==> src/include/lpwm_pkg.sv <==
// package: constants, register map and carrier types for the led pwm output block
package lpwm_pkg;

   // ----------------------------------------------------------------
   // register map of the level registers
   // ----------------------------------------------------------------
   localparam logic [7:0] LPWM_ADDR_PHASE_ZERO = 8'h01;
   localparam logic [7:0] LPWM_ADDR_PHASE_ONE = 8'h09;
   localparam logic [7:0] LPWM_LEVEL_RST = 8'hFF;   // outputs 0..7 released after reset
   localparam logic [7:0] LPWM_RDATA_NONE = 8'h00;  // answer to an unmapped read

   // ----------------------------------------------------------------
   // output and intensity layout
   // ----------------------------------------------------------------
   localparam int LPWM_NUM_OUT = 9;
   localparam int LPWM_NUM_BANK = 8;
   localparam int LPWM_NINTH = 8;
   localparam int LPWM_INT_W = 4;
   localparam logic [7:0] LPWM_MASTER_PWM_MIN = 8'h10;  // below this every output is static
   localparam logic [3:0] LPWM_INT_STATIC = 4'hF;       // 16/16 setting
   localparam logic [3:0] LPWM_LAST_CYCLE = 4'hF;       // 16 pwm cycles per timeslot
   localparam logic [3:0] LPWM_LAST_SLOT = 4'hE;        // 15 timeslots per period
   localparam logic [3:0] LPWM_PIN_DRIVE = 4'h0;

   // ----------------------------------------------------------------
   // timing: pwm step rate taken from the 32 kHz oscillator
   // ----------------------------------------------------------------
   localparam int LPWM_CLK_HZ = 200_000_000;
   localparam int LPWM_OSC_HZ = 32_000;
   localparam int LPWM_OSC_DIV = LPWM_CLK_HZ / LPWM_OSC_HZ;  // rounds down, 6250 cycles
   localparam int LPWM_DIV_W = 16;

   // ----------------------------------------------------------------
   // carrier types
   // ----------------------------------------------------------------
   typedef struct packed {
      logic wr;
      logic rd;
      logic [7:0] addr;
      logic [7:0] wdata;
   } lpwm_reg_req_s;

   typedef struct packed {
      logic [7:0] master;                                   // master / ninth output intensity
      logic global_en;                                      // global intensity flag
      logic [LPWM_NUM_BANK-1:0][LPWM_INT_W-1:0] indiv;      // individual intensities, outputs 0..7
   } lpwm_int_cfg_s;

   typedef struct packed {
      logic enable;         // blink enable
      logic phase;          // selected blink phase, flip already applied
      logic ninth_zero;     // ninth output level, phase zero
      logic ninth_one;      // ninth output level, phase one
   } lpwm_blink_cfg_s;

   typedef struct packed {
      logic [3:0] slot;     // master timeslot 0..14
      logic [3:0] cycle;    // pwm cycle within slot 0..15
   } lpwm_pos_s;

endpackage : lpwm_pkg

==> src/core/lpwm_core.sv <==
// led pwm core: level registers, intensity gating and open-drain pin control
`timescale 1ns/10ps

module lpwm_core #(
   parameter int OSC_DIV = lpwm_pkg::LPWM_OSC_DIV
) (
   input wire logic clk_i,
   input wire logic nrst_i,
   input lpwm_pkg::lpwm_reg_req_s reg_req_i,
   output logic [7:0] reg_rdata_o,
   output logic reg_rvalid_o,
   input lpwm_pkg::lpwm_int_cfg_s int_cfg_i,
   input lpwm_pkg::lpwm_blink_cfg_s blink_cfg_i,
   output logic [lpwm_pkg::LPWM_NUM_OUT-1:0] pin_o,
   output logic [lpwm_pkg::LPWM_NUM_OUT-1:0] pin_oe_o,
   output logic pwm_running_o,
   output logic [7:0] phase_zero_o,
   output logic [7:0] phase_one_o
);
   import lpwm_pkg::*;

   // ----------------------------------------------------------------
   // declarations
   // ----------------------------------------------------------------
   logic [7:0] phase_zero_ff;
   logic [7:0] phase_one_ff;
   logic [7:0] nxt_phase_zero;
   logic [7:0] nxt_phase_one;
   logic [7:0] rdata_ff;
   logic [7:0] nxt_rdata;
   logic rvalid_ff;
   logic [LPWM_NUM_OUT-1:0] oe_ff;
   logic [LPWM_NUM_OUT-1:0] nxt_oe;
   logic [LPWM_NUM_OUT-1:0] pin_ff;
   logic running_ff;
   lpwm_pos_s pos;
   logic [LPWM_NUM_OUT-1:0][LPWM_INT_W-1:0] eff_int;
   logic [LPWM_NUM_OUT-1:0] level_zero;
   logic [LPWM_NUM_OUT-1:0] level_one;
   logic [LPWM_NUM_OUT-1:0] level_sel;
   logic [LPWM_NUM_OUT-1:0] out_static;
   logic [LPWM_NUM_OUT-1:0] out_on;
   logic [LPWM_NUM_OUT-1:0] out_level;

   // ----------------------------------------------------------------
   // register access decode
   // ----------------------------------------------------------------
   wire hit_zero = reg_req_i.addr == LPWM_ADDR_PHASE_ZERO;
   wire hit_one = reg_req_i.addr == LPWM_ADDR_PHASE_ONE;
   wire wr_zero = reg_req_i.wr && hit_zero;
   wire wr_one = reg_req_i.wr && hit_one;

   // writes store the whole byte; other addresses belong to neighbouring blocks
   assign nxt_phase_zero = wr_zero ? reg_req_i.wdata : phase_zero_ff;
   assign nxt_phase_one = wr_one ? reg_req_i.wdata : phase_one_ff;

   // read mux, unmapped addresses answer zero so a shared read bus can or them
   assign nxt_rdata = !reg_req_i.rd ? rdata_ff :
                      hit_zero ? phase_zero_ff :
                      hit_one ? phase_one_ff :
                      LPWM_RDATA_NONE;

   // level and read-back registers
   always_ff @(posedge clk_i or negedge nrst_i) begin
      if (!nrst_i) begin
         phase_zero_ff <= LPWM_LEVEL_RST;
         phase_one_ff <= LPWM_LEVEL_RST;
         rdata_ff <= LPWM_RDATA_NONE;
         rvalid_ff <= 1'b0;
      end else begin
         phase_zero_ff <= nxt_phase_zero;
         phase_one_ff <= nxt_phase_one;
         rdata_ff <= nxt_rdata;
         rvalid_ff <= reg_req_i.rd;
      end
   end

   // ----------------------------------------------------------------
   // intensity mode selection
   // ----------------------------------------------------------------
   // master codes 0x00..0x0F switch the whole pwm engine off
   wire pwm_mode = int_cfg_i.master >= LPWM_MASTER_PWM_MIN;
   wire [LPWM_INT_W-1:0] master_slots;
   wire [LPWM_INT_W-1:0] ninth_int;
   // upper nibble counts gated slots, lower nibble is the ninth/global setting
   assign {master_slots, ninth_int} = int_cfg_i.master;

   // global flag replaces every setting by one value, never a subset
   generate
      for (genvar n = 0; n < LPWM_NUM_OUT; n++) begin : g_int
         if (n == LPWM_NINTH) begin : g_ninth
            assign eff_int[n] = ninth_int;
         end else begin : g_bank
            assign eff_int[n] = int_cfg_i.global_en ? ninth_int :
                                int_cfg_i.indiv[n];
         end
      end
   endgenerate

   // ----------------------------------------------------------------
   // oscillator gating
   // ----------------------------------------------------------------
   // every output static means the oscillator can stop to save current
   wire all_static = !pwm_mode || (out_static == '1);
   wire run = !all_static;

   // step position within the 240-step period
   lpwm_timebase #(
      .OSC_DIV(OSC_DIV)
   ) u_timebase (
      .clk_i(clk_i),
      .nrst_i(nrst_i),
      .run_i(run),
      .pos_o(pos)
   );

   // ----------------------------------------------------------------
   // level selection per output
   // ----------------------------------------------------------------
   // ninth output levels come from the configuration block
   assign level_zero = {blink_cfg_i.ninth_zero, phase_zero_ff};
   assign level_one = {blink_cfg_i.ninth_one, phase_one_ff};

   // blink off always uses phase zero; blink on follows the phase select
   assign level_sel = (blink_cfg_i.enable && blink_cfg_i.phase) ? level_one :
                      level_zero;

   // ----------------------------------------------------------------
   // pwm on-time per output
   // ----------------------------------------------------------------
   // the gate opens for master_slots of the 15 slots; duty inside a slot is
   // setting+1 sixteenths, so off-time is never empty unless static
   wire gate_open = pos.slot < master_slots;

   generate
      for (genvar n = 0; n < LPWM_NUM_OUT; n++) begin : g_out
         assign out_static[n] = !pwm_mode ||
                                (eff_int[n] == LPWM_INT_STATIC);
         assign out_on[n] = gate_open && (pos.cycle <= eff_int[n]);
         // on-time shows the level bit, off-time its complement
         assign out_level[n] = out_static[n] ? level_sel[n] :
                               (out_on[n] ? level_sel[n] : !level_sel[n]);
      end
   endgenerate

   // level zero sinks current, level one releases the open-drain pin
   assign nxt_oe = ~out_level;

   // ----------------------------------------------------------------
   // pin registers
   // ----------------------------------------------------------------
   // registered pins keep the static outputs free of decode glitches
   always_ff @(posedge clk_i or negedge nrst_i) begin
      if (!nrst_i) begin
         oe_ff <= '0;
         pin_ff <= '0;
         running_ff <= 1'b0;
      end else begin
         oe_ff <= nxt_oe;
         pin_ff <= {LPWM_NUM_OUT{LPWM_PIN_DRIVE[0]}};
         running_ff <= run;
      end
   end

   // ----------------------------------------------------------------
   // outputs
   // ----------------------------------------------------------------
   assign pin_o = pin_ff;
   assign pin_oe_o = oe_ff;
   assign pwm_running_o = running_ff;
   assign reg_rdata_o = rdata_ff;
   assign reg_rvalid_o = rvalid_ff;
   assign phase_zero_o = phase_zero_ff;
   assign phase_one_o = phase_one_ff;

endmodule : lpwm_core

==> src/core/lpwm_timebase.sv <==
// pwm timebase: gated 32 kHz step generator and period position counter
`timescale 1ns/10ps
module lpwm_timebase #(
   parameter int OSC_DIV = lpwm_pkg::LPWM_OSC_DIV
) (
   input wire logic clk_i,
   input wire logic nrst_i,
   input wire logic run_i,
   output lpwm_pkg::lpwm_pos_s pos_o
);
   import lpwm_pkg::*;

   // ----------------------------------------------------------------
   // oscillator model and step counter
   // ----------------------------------------------------------------
   localparam logic [LPWM_DIV_W-1:0] DIV_LAST = LPWM_DIV_W'(OSC_DIV - 1);

   logic [LPWM_DIV_W-1:0] div_ff;
   logic [LPWM_DIV_W-1:0] nxt_div;
   lpwm_pos_s pos_ff;
   lpwm_pos_s nxt_pos;
   wire step = run_i && (div_ff == DIV_LAST);
   wire slot_end = pos_ff.cycle == LPWM_LAST_CYCLE;
   wire period_end = slot_end && (pos_ff.slot == LPWM_LAST_SLOT);

   // stopped oscillator holds at the period start, so restart is deterministic
   assign nxt_div = !run_i ? '0 : (step ? '0 : div_ff + 1'b1);

   // 16 cycles per slot, 15 slots per period: 240 steps
   always_comb begin
      nxt_pos = pos_ff;
      if (!run_i) begin
         nxt_pos = '0;
      end else if (step) begin
         nxt_pos.cycle = pos_ff.cycle + 1'b1;
         if (period_end) begin
            nxt_pos.slot = '0;
         end else if (slot_end) begin
            nxt_pos.slot = pos_ff.slot + 1'b1;
         end
      end
   end

   // state registers
   always_ff @(posedge clk_i or negedge nrst_i) begin
      if (!nrst_i) begin
         div_ff <= '0;
         pos_ff <= '0;
      end else begin
         div_ff <= nxt_div;
         pos_ff <= nxt_pos;
      end
   end

   assign pos_o = pos_ff;

endmodule : lpwm_timebase

==> config.mk <==
export PLATFORM = sky130hd
export DESIGN_NAME = lpwm_core
export DESIGN_NICKNAME = d
export VERILOG_FILES = /design/src/include/lpwm_pkg.sv /design/src/core/lpwm_core.sv /design/src/core/lpwm_timebase.sv
export SDC_FILE = /design/constraint.sdc
export NUM_CORES = 1
export LEC_CHECK = 0
export ABC_AREA = 1
export ABC_CLOCK_PERIOD_IN_PS = 1700
export BUFFER_PORTS_ARGS = -buffer_cell sky130_fd_sc_hd__buf_2
export CORE_ASPECT_RATIO = 0.6
export CORE_MARGIN = 2
export CORE_UTILIZATION = 49
export DETAILED_ROUTE_END_ITERATION = 12
export PLACE_DENSITY = 0.82
export SLEW_MARGIN = 20
export SYNTH_ARGS = -nofsm -noshare
export SYNTH_HDL_FRONTEND = slang
export SYNTH_SLANG_ARGS = --single-unit
==> constraint.sdc <==
create_clock -name clk_i -period 1.7 [get_ports clk_i]
set_input_delay 0.255 -clock clk_i [delete_from_list [all_inputs] [get_ports clk_i]]
set_output_delay 0.255 -clock clk_i [all_outputs]
set_load 0.005 [all_outputs]
* Word-level counts from Yosys, hierarchy flattened
Cells that the tools add are included.
Operators by class: reduce and logical (&&, ||, !) cells 38, add/sub/neg operators 3, bitwise logic cells 1, order comparisons 11, equality and inequality tests 15, muxes and demuxes 35
Operators by type and width (count):
- $eq 4x4->1 const B | 11
- $mux 4 | 10
- $le 4x4->1 | 9
- $mux 16 | 2
- $mux 8 | 4
- $mux 1 | 18
- $add 16x1->16 const B | 1
- $eq 16x13->1 const B | 1
- $logic_and 1x1->1 | 14
- $logic_not 1->1 | 11
- $logic_or 1x1->1 | 10
- $eq 9x9->1 const B | 1
- $mux 9 | 1
- $not 9->9 | 1
- $add 4x1->4 const B | 2
- $eq 8x1->1 const B | 1
- $eq 8x4->1 const B | 1
- $ge 8x5->1 const B | 1
- $lt 4x4->1 | 1
- $reduce_bool 3->1 | 1
- $reduce_and 2->1 | 1
- $reduce_bool 2->1 | 1
Word-level totals: word-level logic and storage cells 112, bits in registers 59, output and inout port bits 44

* Logic depth before layout (Yosys ltp)
depth after elaboration 9, gate-level depth with buffers 14

* Modules after synthesis
Synthesis repeated with hierarchy kept, for this count alone.
Second synthesis, totals: cells, all modules 706, area, all modules 4790.8 um^2
Modules (own cells, without submodules):
- lpwm_core | cells an instance 505, instances 1, area each 3296.9 um^2
- lpwm_timebase | cells an instance 201, instances 1, area each 1493.9 um^2

* Worst setup path before layout
No wires, ideal clock.
kind register -> register, start point register u_timebase.pos_ff (netlist bit u_timebase.pos_o[7]), end point register oe_ff[0], in the netlist pin_oe_o[0], period minus slack after synthesis 1724 ps, arrival 1612 ps, required time 1587 ps, cell stages (with the launch flop) 8, slack -24 ps, setup time 113 ps, path buffers 0, cell sequence dfrtp_1 > ha_1 > a21o_1 > a31oi_1 > nand2_1 > a21o_1 > nand2_1 > inv_1
Between the ends: word-level cells in the longest chain between the ends 5
Ends and longest elaborated chain:
- from (decl) | line lpwm_timebase.sv:20 | lpwm_pos_s pos_ff;
- from (signal assigned) | line lpwm_timebase.sv:51 | pos_ff <= nxt_pos;
- $lt 4x4->1 | line lpwm_core.sv:133 | wire gate_open = pos.slot < master_slots;
- $logic_and 1x1->1 | line lpwm_core.sv:139 | assign out_on[n] = gate_open && (pos.cycle <= eff_int[n]);
- $mux 1 | line lpwm_core.sv:142 | (out_on[n] ? level_sel[n] : !level_sel[n]);
- $mux 1 | line lpwm_core.sv:141 | assign out_level[n] = out_static[n] ? level_sel[n] :
- $not 9->9 | line lpwm_core.sv:147 | assign nxt_oe = ~out_level;
- via nxt_oe[0] | line lpwm_core.sv:33 | logic [LPWM_NUM_OUT-1:0] nxt_oe;
- to (signal assigned) | line lpwm_core.sv:159 | oe_ff <= nxt_oe;
- to (decl) | line lpwm_core.sv:32 | logic [LPWM_NUM_OUT-1:0] oe_ff;
The timed path passes the listed nets, and every way through them passes these cells. A chain may end at the register's enable or synchronous reset.

* Worst setup path after layout
start point register u_timebase.pos_ff (netlist bit u_timebase.pos_o[3]), end point register oe_ff[3], in the netlist pin_oe_o[3]
Between the ends: word-level cells in the longest chain between the ends 5
Ends and longest elaborated chain (line):
- $le 4x4->1 | lpwm_core.sv:139
- $logic_and 1x1->1 | lpwm_core.sv:139
- $mux 1 | lpwm_core.sv:142
- $mux 1 | lpwm_core.sv:141
- $not 9->9 | lpwm_core.sv:147
- via nxt_oe[3] | lpwm_core.sv:33
The timed path passes the listed nets, and every way through them passes these cells.

==> results.sh <==
export IMPL_cp_start_kind="flip-flop"
export IMPL_worstPathRequired_ns=1.93
export IMPL_overflow=0
export IMPL_power_leakage_nw=3.21
export IMPL_place_area_um2=5360
export IMPL_wl_um=14000
export IMPL_clk_path_buf_depth=2
export IMPL_drc=0
export IMPL_ir_drop_mv=0.566
export IMPL_synthMuxAreaShare=0.0180
export IMPL_grt_pass1_vias=4600
export IMPL_p_per_area_nw_per_um2=844
export IMPL_critPathArrivalTime_ns=2.00
export IMPL_layout_nets=873
export IMPL_min_period_ns=1.77
export IMPL_synth_area_leaders="dfrtp_1, nand2_1, ha_1"
export IMPL_ant_nets=0
export IMPL_synth_compound_area_share=0.103
export IMPL_path_cells="clkbuf_16, ha_4, a21oi_2, o211ai_1, o21ai_1, nand2_1, a21o_1, nand2_1, inv_1"
export IMPL_max_freq_mhz=565
export IMPL_synth_top_cell_by_area="dfrtp_1"
export IMPL_yosys_area_share_simple=0.278
export IMPL_clk_pin_slew_worst_paths_ns=0.06
export IMPL_grt_most_used_layer="met2"
export IMPL_core_rowCount=26
export IMPL_crit_slowest_cell="dfrtp_2"
export IMPL_vias=4813
export IMPL_grt_pass1_wl_um=21100
export IMPL_finalSetupTns_ns=-0.0849
export IMPL_gp_congestion=0.967
export IMPL_yosysTopAreaCellShare=0.242
export IMPL_synth_fa_ha_area_frac=0.124
export IMPL_final_area_um2=6110
export IMPL_layout_worst_path_cycle_share=1.04
export IMPL_grt_usage=0.268
export IMPL_use_met2=0.433
export IMPL_most_common_layout_cells="nand2_1, buf_2, inv_1"
export IMPL_firstDrtPassIters=6
export IMPL_numPortBuffers=99
export IMPL_setup_viol=2
export IMPL_seq_power_share=0.339
export IMPL_via_per_inst=5.46
export IMPL_cts_root_buf="clkbuf_16"
export IMPL_coreArea_um2=8650
export IMPL_drv_slew=0
export IMPL_cpPeakStageDelay_ns=0.45
export IMPL_fin_skew_ns=0.00696
export IMPL_grt_max_degree=60
export IMPL_pwr_share_clk=0.380
export IMPL_reg2reg_setup_slack_ns=-0.07
export IMPL_drv_cap=0
export IMPL_dieArea_um2=9870
export IMPL_syn_area_um2=4440
export IMPL_yosysSeqAreaShare=0.337
export IMPL_postSynthCellCount=615
export IMPL_die_h_um=77.8
export IMPL_p_switching_mw=1.66
export IMPL_setup_ws_ns=-0.0708
export IMPL_status="finished with violations"
export IMPL_cts_buffers=9
export IMPL_violations="setup timing"
export IMPL_finalHoldViolCount=0
export IMPL_critical_path_endpoint_type="flip-flop"
export IMPL_h_tree_depth=3
export IMPL_drive_above_1_share=0.307
export IMPL_antenna_found_initial=0
export IMPL_gr_usage_met3=0.0717
export IMPL_avgSynthCellArea_um2=7.22
export IMPL_pwr_share_comb=0.281
export IMPL_swShare=0.322
export IMPL_synth_xor_area_frac=0.0276
export IMPL_chipWidth_um=127
export IMPL_slew_headroom=0.650
export IMPL_synth_cell_types=30
export IMPL_critical_path_class="flip-flop to flip-flop"
export IMPL_crit_top_cell="nand2_1"
export IMPL_synth_top_family_by_area="simple AND/OR/NAND/NOR gates"
export IMPL_synthArstFlopShare=1.00
export IMPL_diodes=0
export IMPL_cts_tree="done"
export IMPL_p_int_mw=3.50
export IMPL_wire_per_inst_um=15.8
export IMPL_clock_sinks=59
export IMPL_detail_route_iter0_violations=325
export IMPL_synth_edff_count=0
export IMPL_synth_warnings=0
export IMPL_layout_commonest_cell="nand2_1"
export IMPL_syn2layout_area_growth_pct=37.6
export IMPL_clock_latency_ns=0.34
export IMPL_num_io_pins=109
export IMPL_tightest_slew_ns=0.523
export IMPL_synth_flop_cell="dfrtp_1"
export IMPL_start_util=0.513
export IMPL_ys_ff_latch=59
export IMPL_worstHoldPathType="input pin to flip-flop"
export IMPL_cp_max_fo=5
export IMPL_hpwlAfterDp_um=9590
export IMPL_rsz0062_at_grt="yes"
export IMPL_grt_util_met1=0.351
synth_stat cells (2+ instances only):
| cell type | n |
|---|---|
| nand2_1 | 179 |
| inv_1 | 92 |
| ha_1 | 44 |
| dfrtp_1 | 43 |
| nor2_1 | 42 |
| nand3_1 | 41 |
| o21ai_0 | 31 |
| dfstp_2 | 16 |
| a21oi_1 | 14 |
| xor2_1 | 12 |
| buf_4 | 11 |
| nand4_1 | 11 |
| a21o_1 | 9 |
| a31oi_1 | 9 |
| nor2_2 | 9 |
| o211ai_1 | 9 |
| mux2i_1 | 8 |
| nor3_1 | 8 |
| o21ai_1 | 7 |
| clkbuf_1 | 5 |
| nor4_1 | 3 |
| clkinv_1 | 2 |
| inv_2 | 2 |
| xnor2_1 | 2 |
path summary, 6_finish.rpt:
path,from,end,depth (start not counted)
min in group asynchronous,nrst_i,u_timebase.pos_o[5],3
min,reg_req_i[7],phase_one_o[7],3
max reg2reg,u_timebase.pos_o[3],pin_oe_o[3],9
max in group asynchronous,nrst_i,phase_zero_o[1],3
max,u_timebase.pos_o[3],pin_oe_o[3],9
min reg2reg,u_timebase.div_ff[0],u_timebase.div_ff[0],1
through the flow:
stage	power, mW	setup WS (ns)	util	hold slack, ns	instances
after floorplan	2.46	0.0672	-	-0.0406	623
final	5.16	-0.0708	0.706	0.147	881
after global placement	2.92	-0.180	0.619	0.279	858
after detailed placement	2.99	-0.236	0.619	0.278	858
after global routing	5.39	-0.0898	0.706	0.177	881
after CTS	4.97	0.00299	0.658	0.152	875
flip-flops by register name, indices dropped and copies added, names as in the netlist:
register           flops
phase_one_o            8
phase_zero_o           8
pin_oe_o               9
pwm_running_o          1
reg_rdata_o            8
reg_rvalid_o           1
u_timebase.div_ff     16
u_timebase.pos_o       8
final cells by class:
cell class / count / area, um^2
clock buffer: 10 / 229
sequential: 59 / 1500
fill: 643 / 2540
timing repair buffer: 148 / 992
clock inverter: 6 / 90.1
inverter: 96 / 367
multi-input combinational: 450 / 2800
tap: 112 / 140
kinds of logic after synthesis:
logic type               after synthesis
AND/OR/NAND/NOR                      295
buffers and inverters                114
AO/OA/AOI/OAI                         80
flip-flops                            59
adder cells (fa/ha/maj)               44
XOR/XNOR                              14
multiplexers                           8
other                                  1
routing by layer:
layer	up-vias	share of wire
met5	-	0
met4	0	0.023
li1	2271	-
met1	2266	0.43
met3	35	0.087
met2	241	0.46
what timing repair did:
action | CTS | global route
setup buffers | 0 | 4
gates resized for setup | 3 | 60
setup endpoints to repair | 10 | 26
endpoints found under the hold margin | 43 | 0
gates cloned | 0 | 2
hold buffers | 1 | 0
pin swaps | 0 | 27
worst max-delay path: cells and delay by family (launching register included):
kind	cells	cell delay (ns)
AOI/OAI and AO/OA	4	0.58
adders and majority gates	1	0.25
DFF	1	0.45
and+or+nand+nor	2	0.16
buffers and inverters	2	0.21
power groups by stage:
stage	registers, mW	logic, mW	clock network, mW
after floorplan	1.74	0.723	0
after global placement	1.75	1.17	0
after detailed placement	1.75	1.23	0
after CTS	1.74	1.26	1.97
after global routing	1.76	1.60	2.03
final	1.75	1.45	1.96
Power figures use the tool's default switching activity.
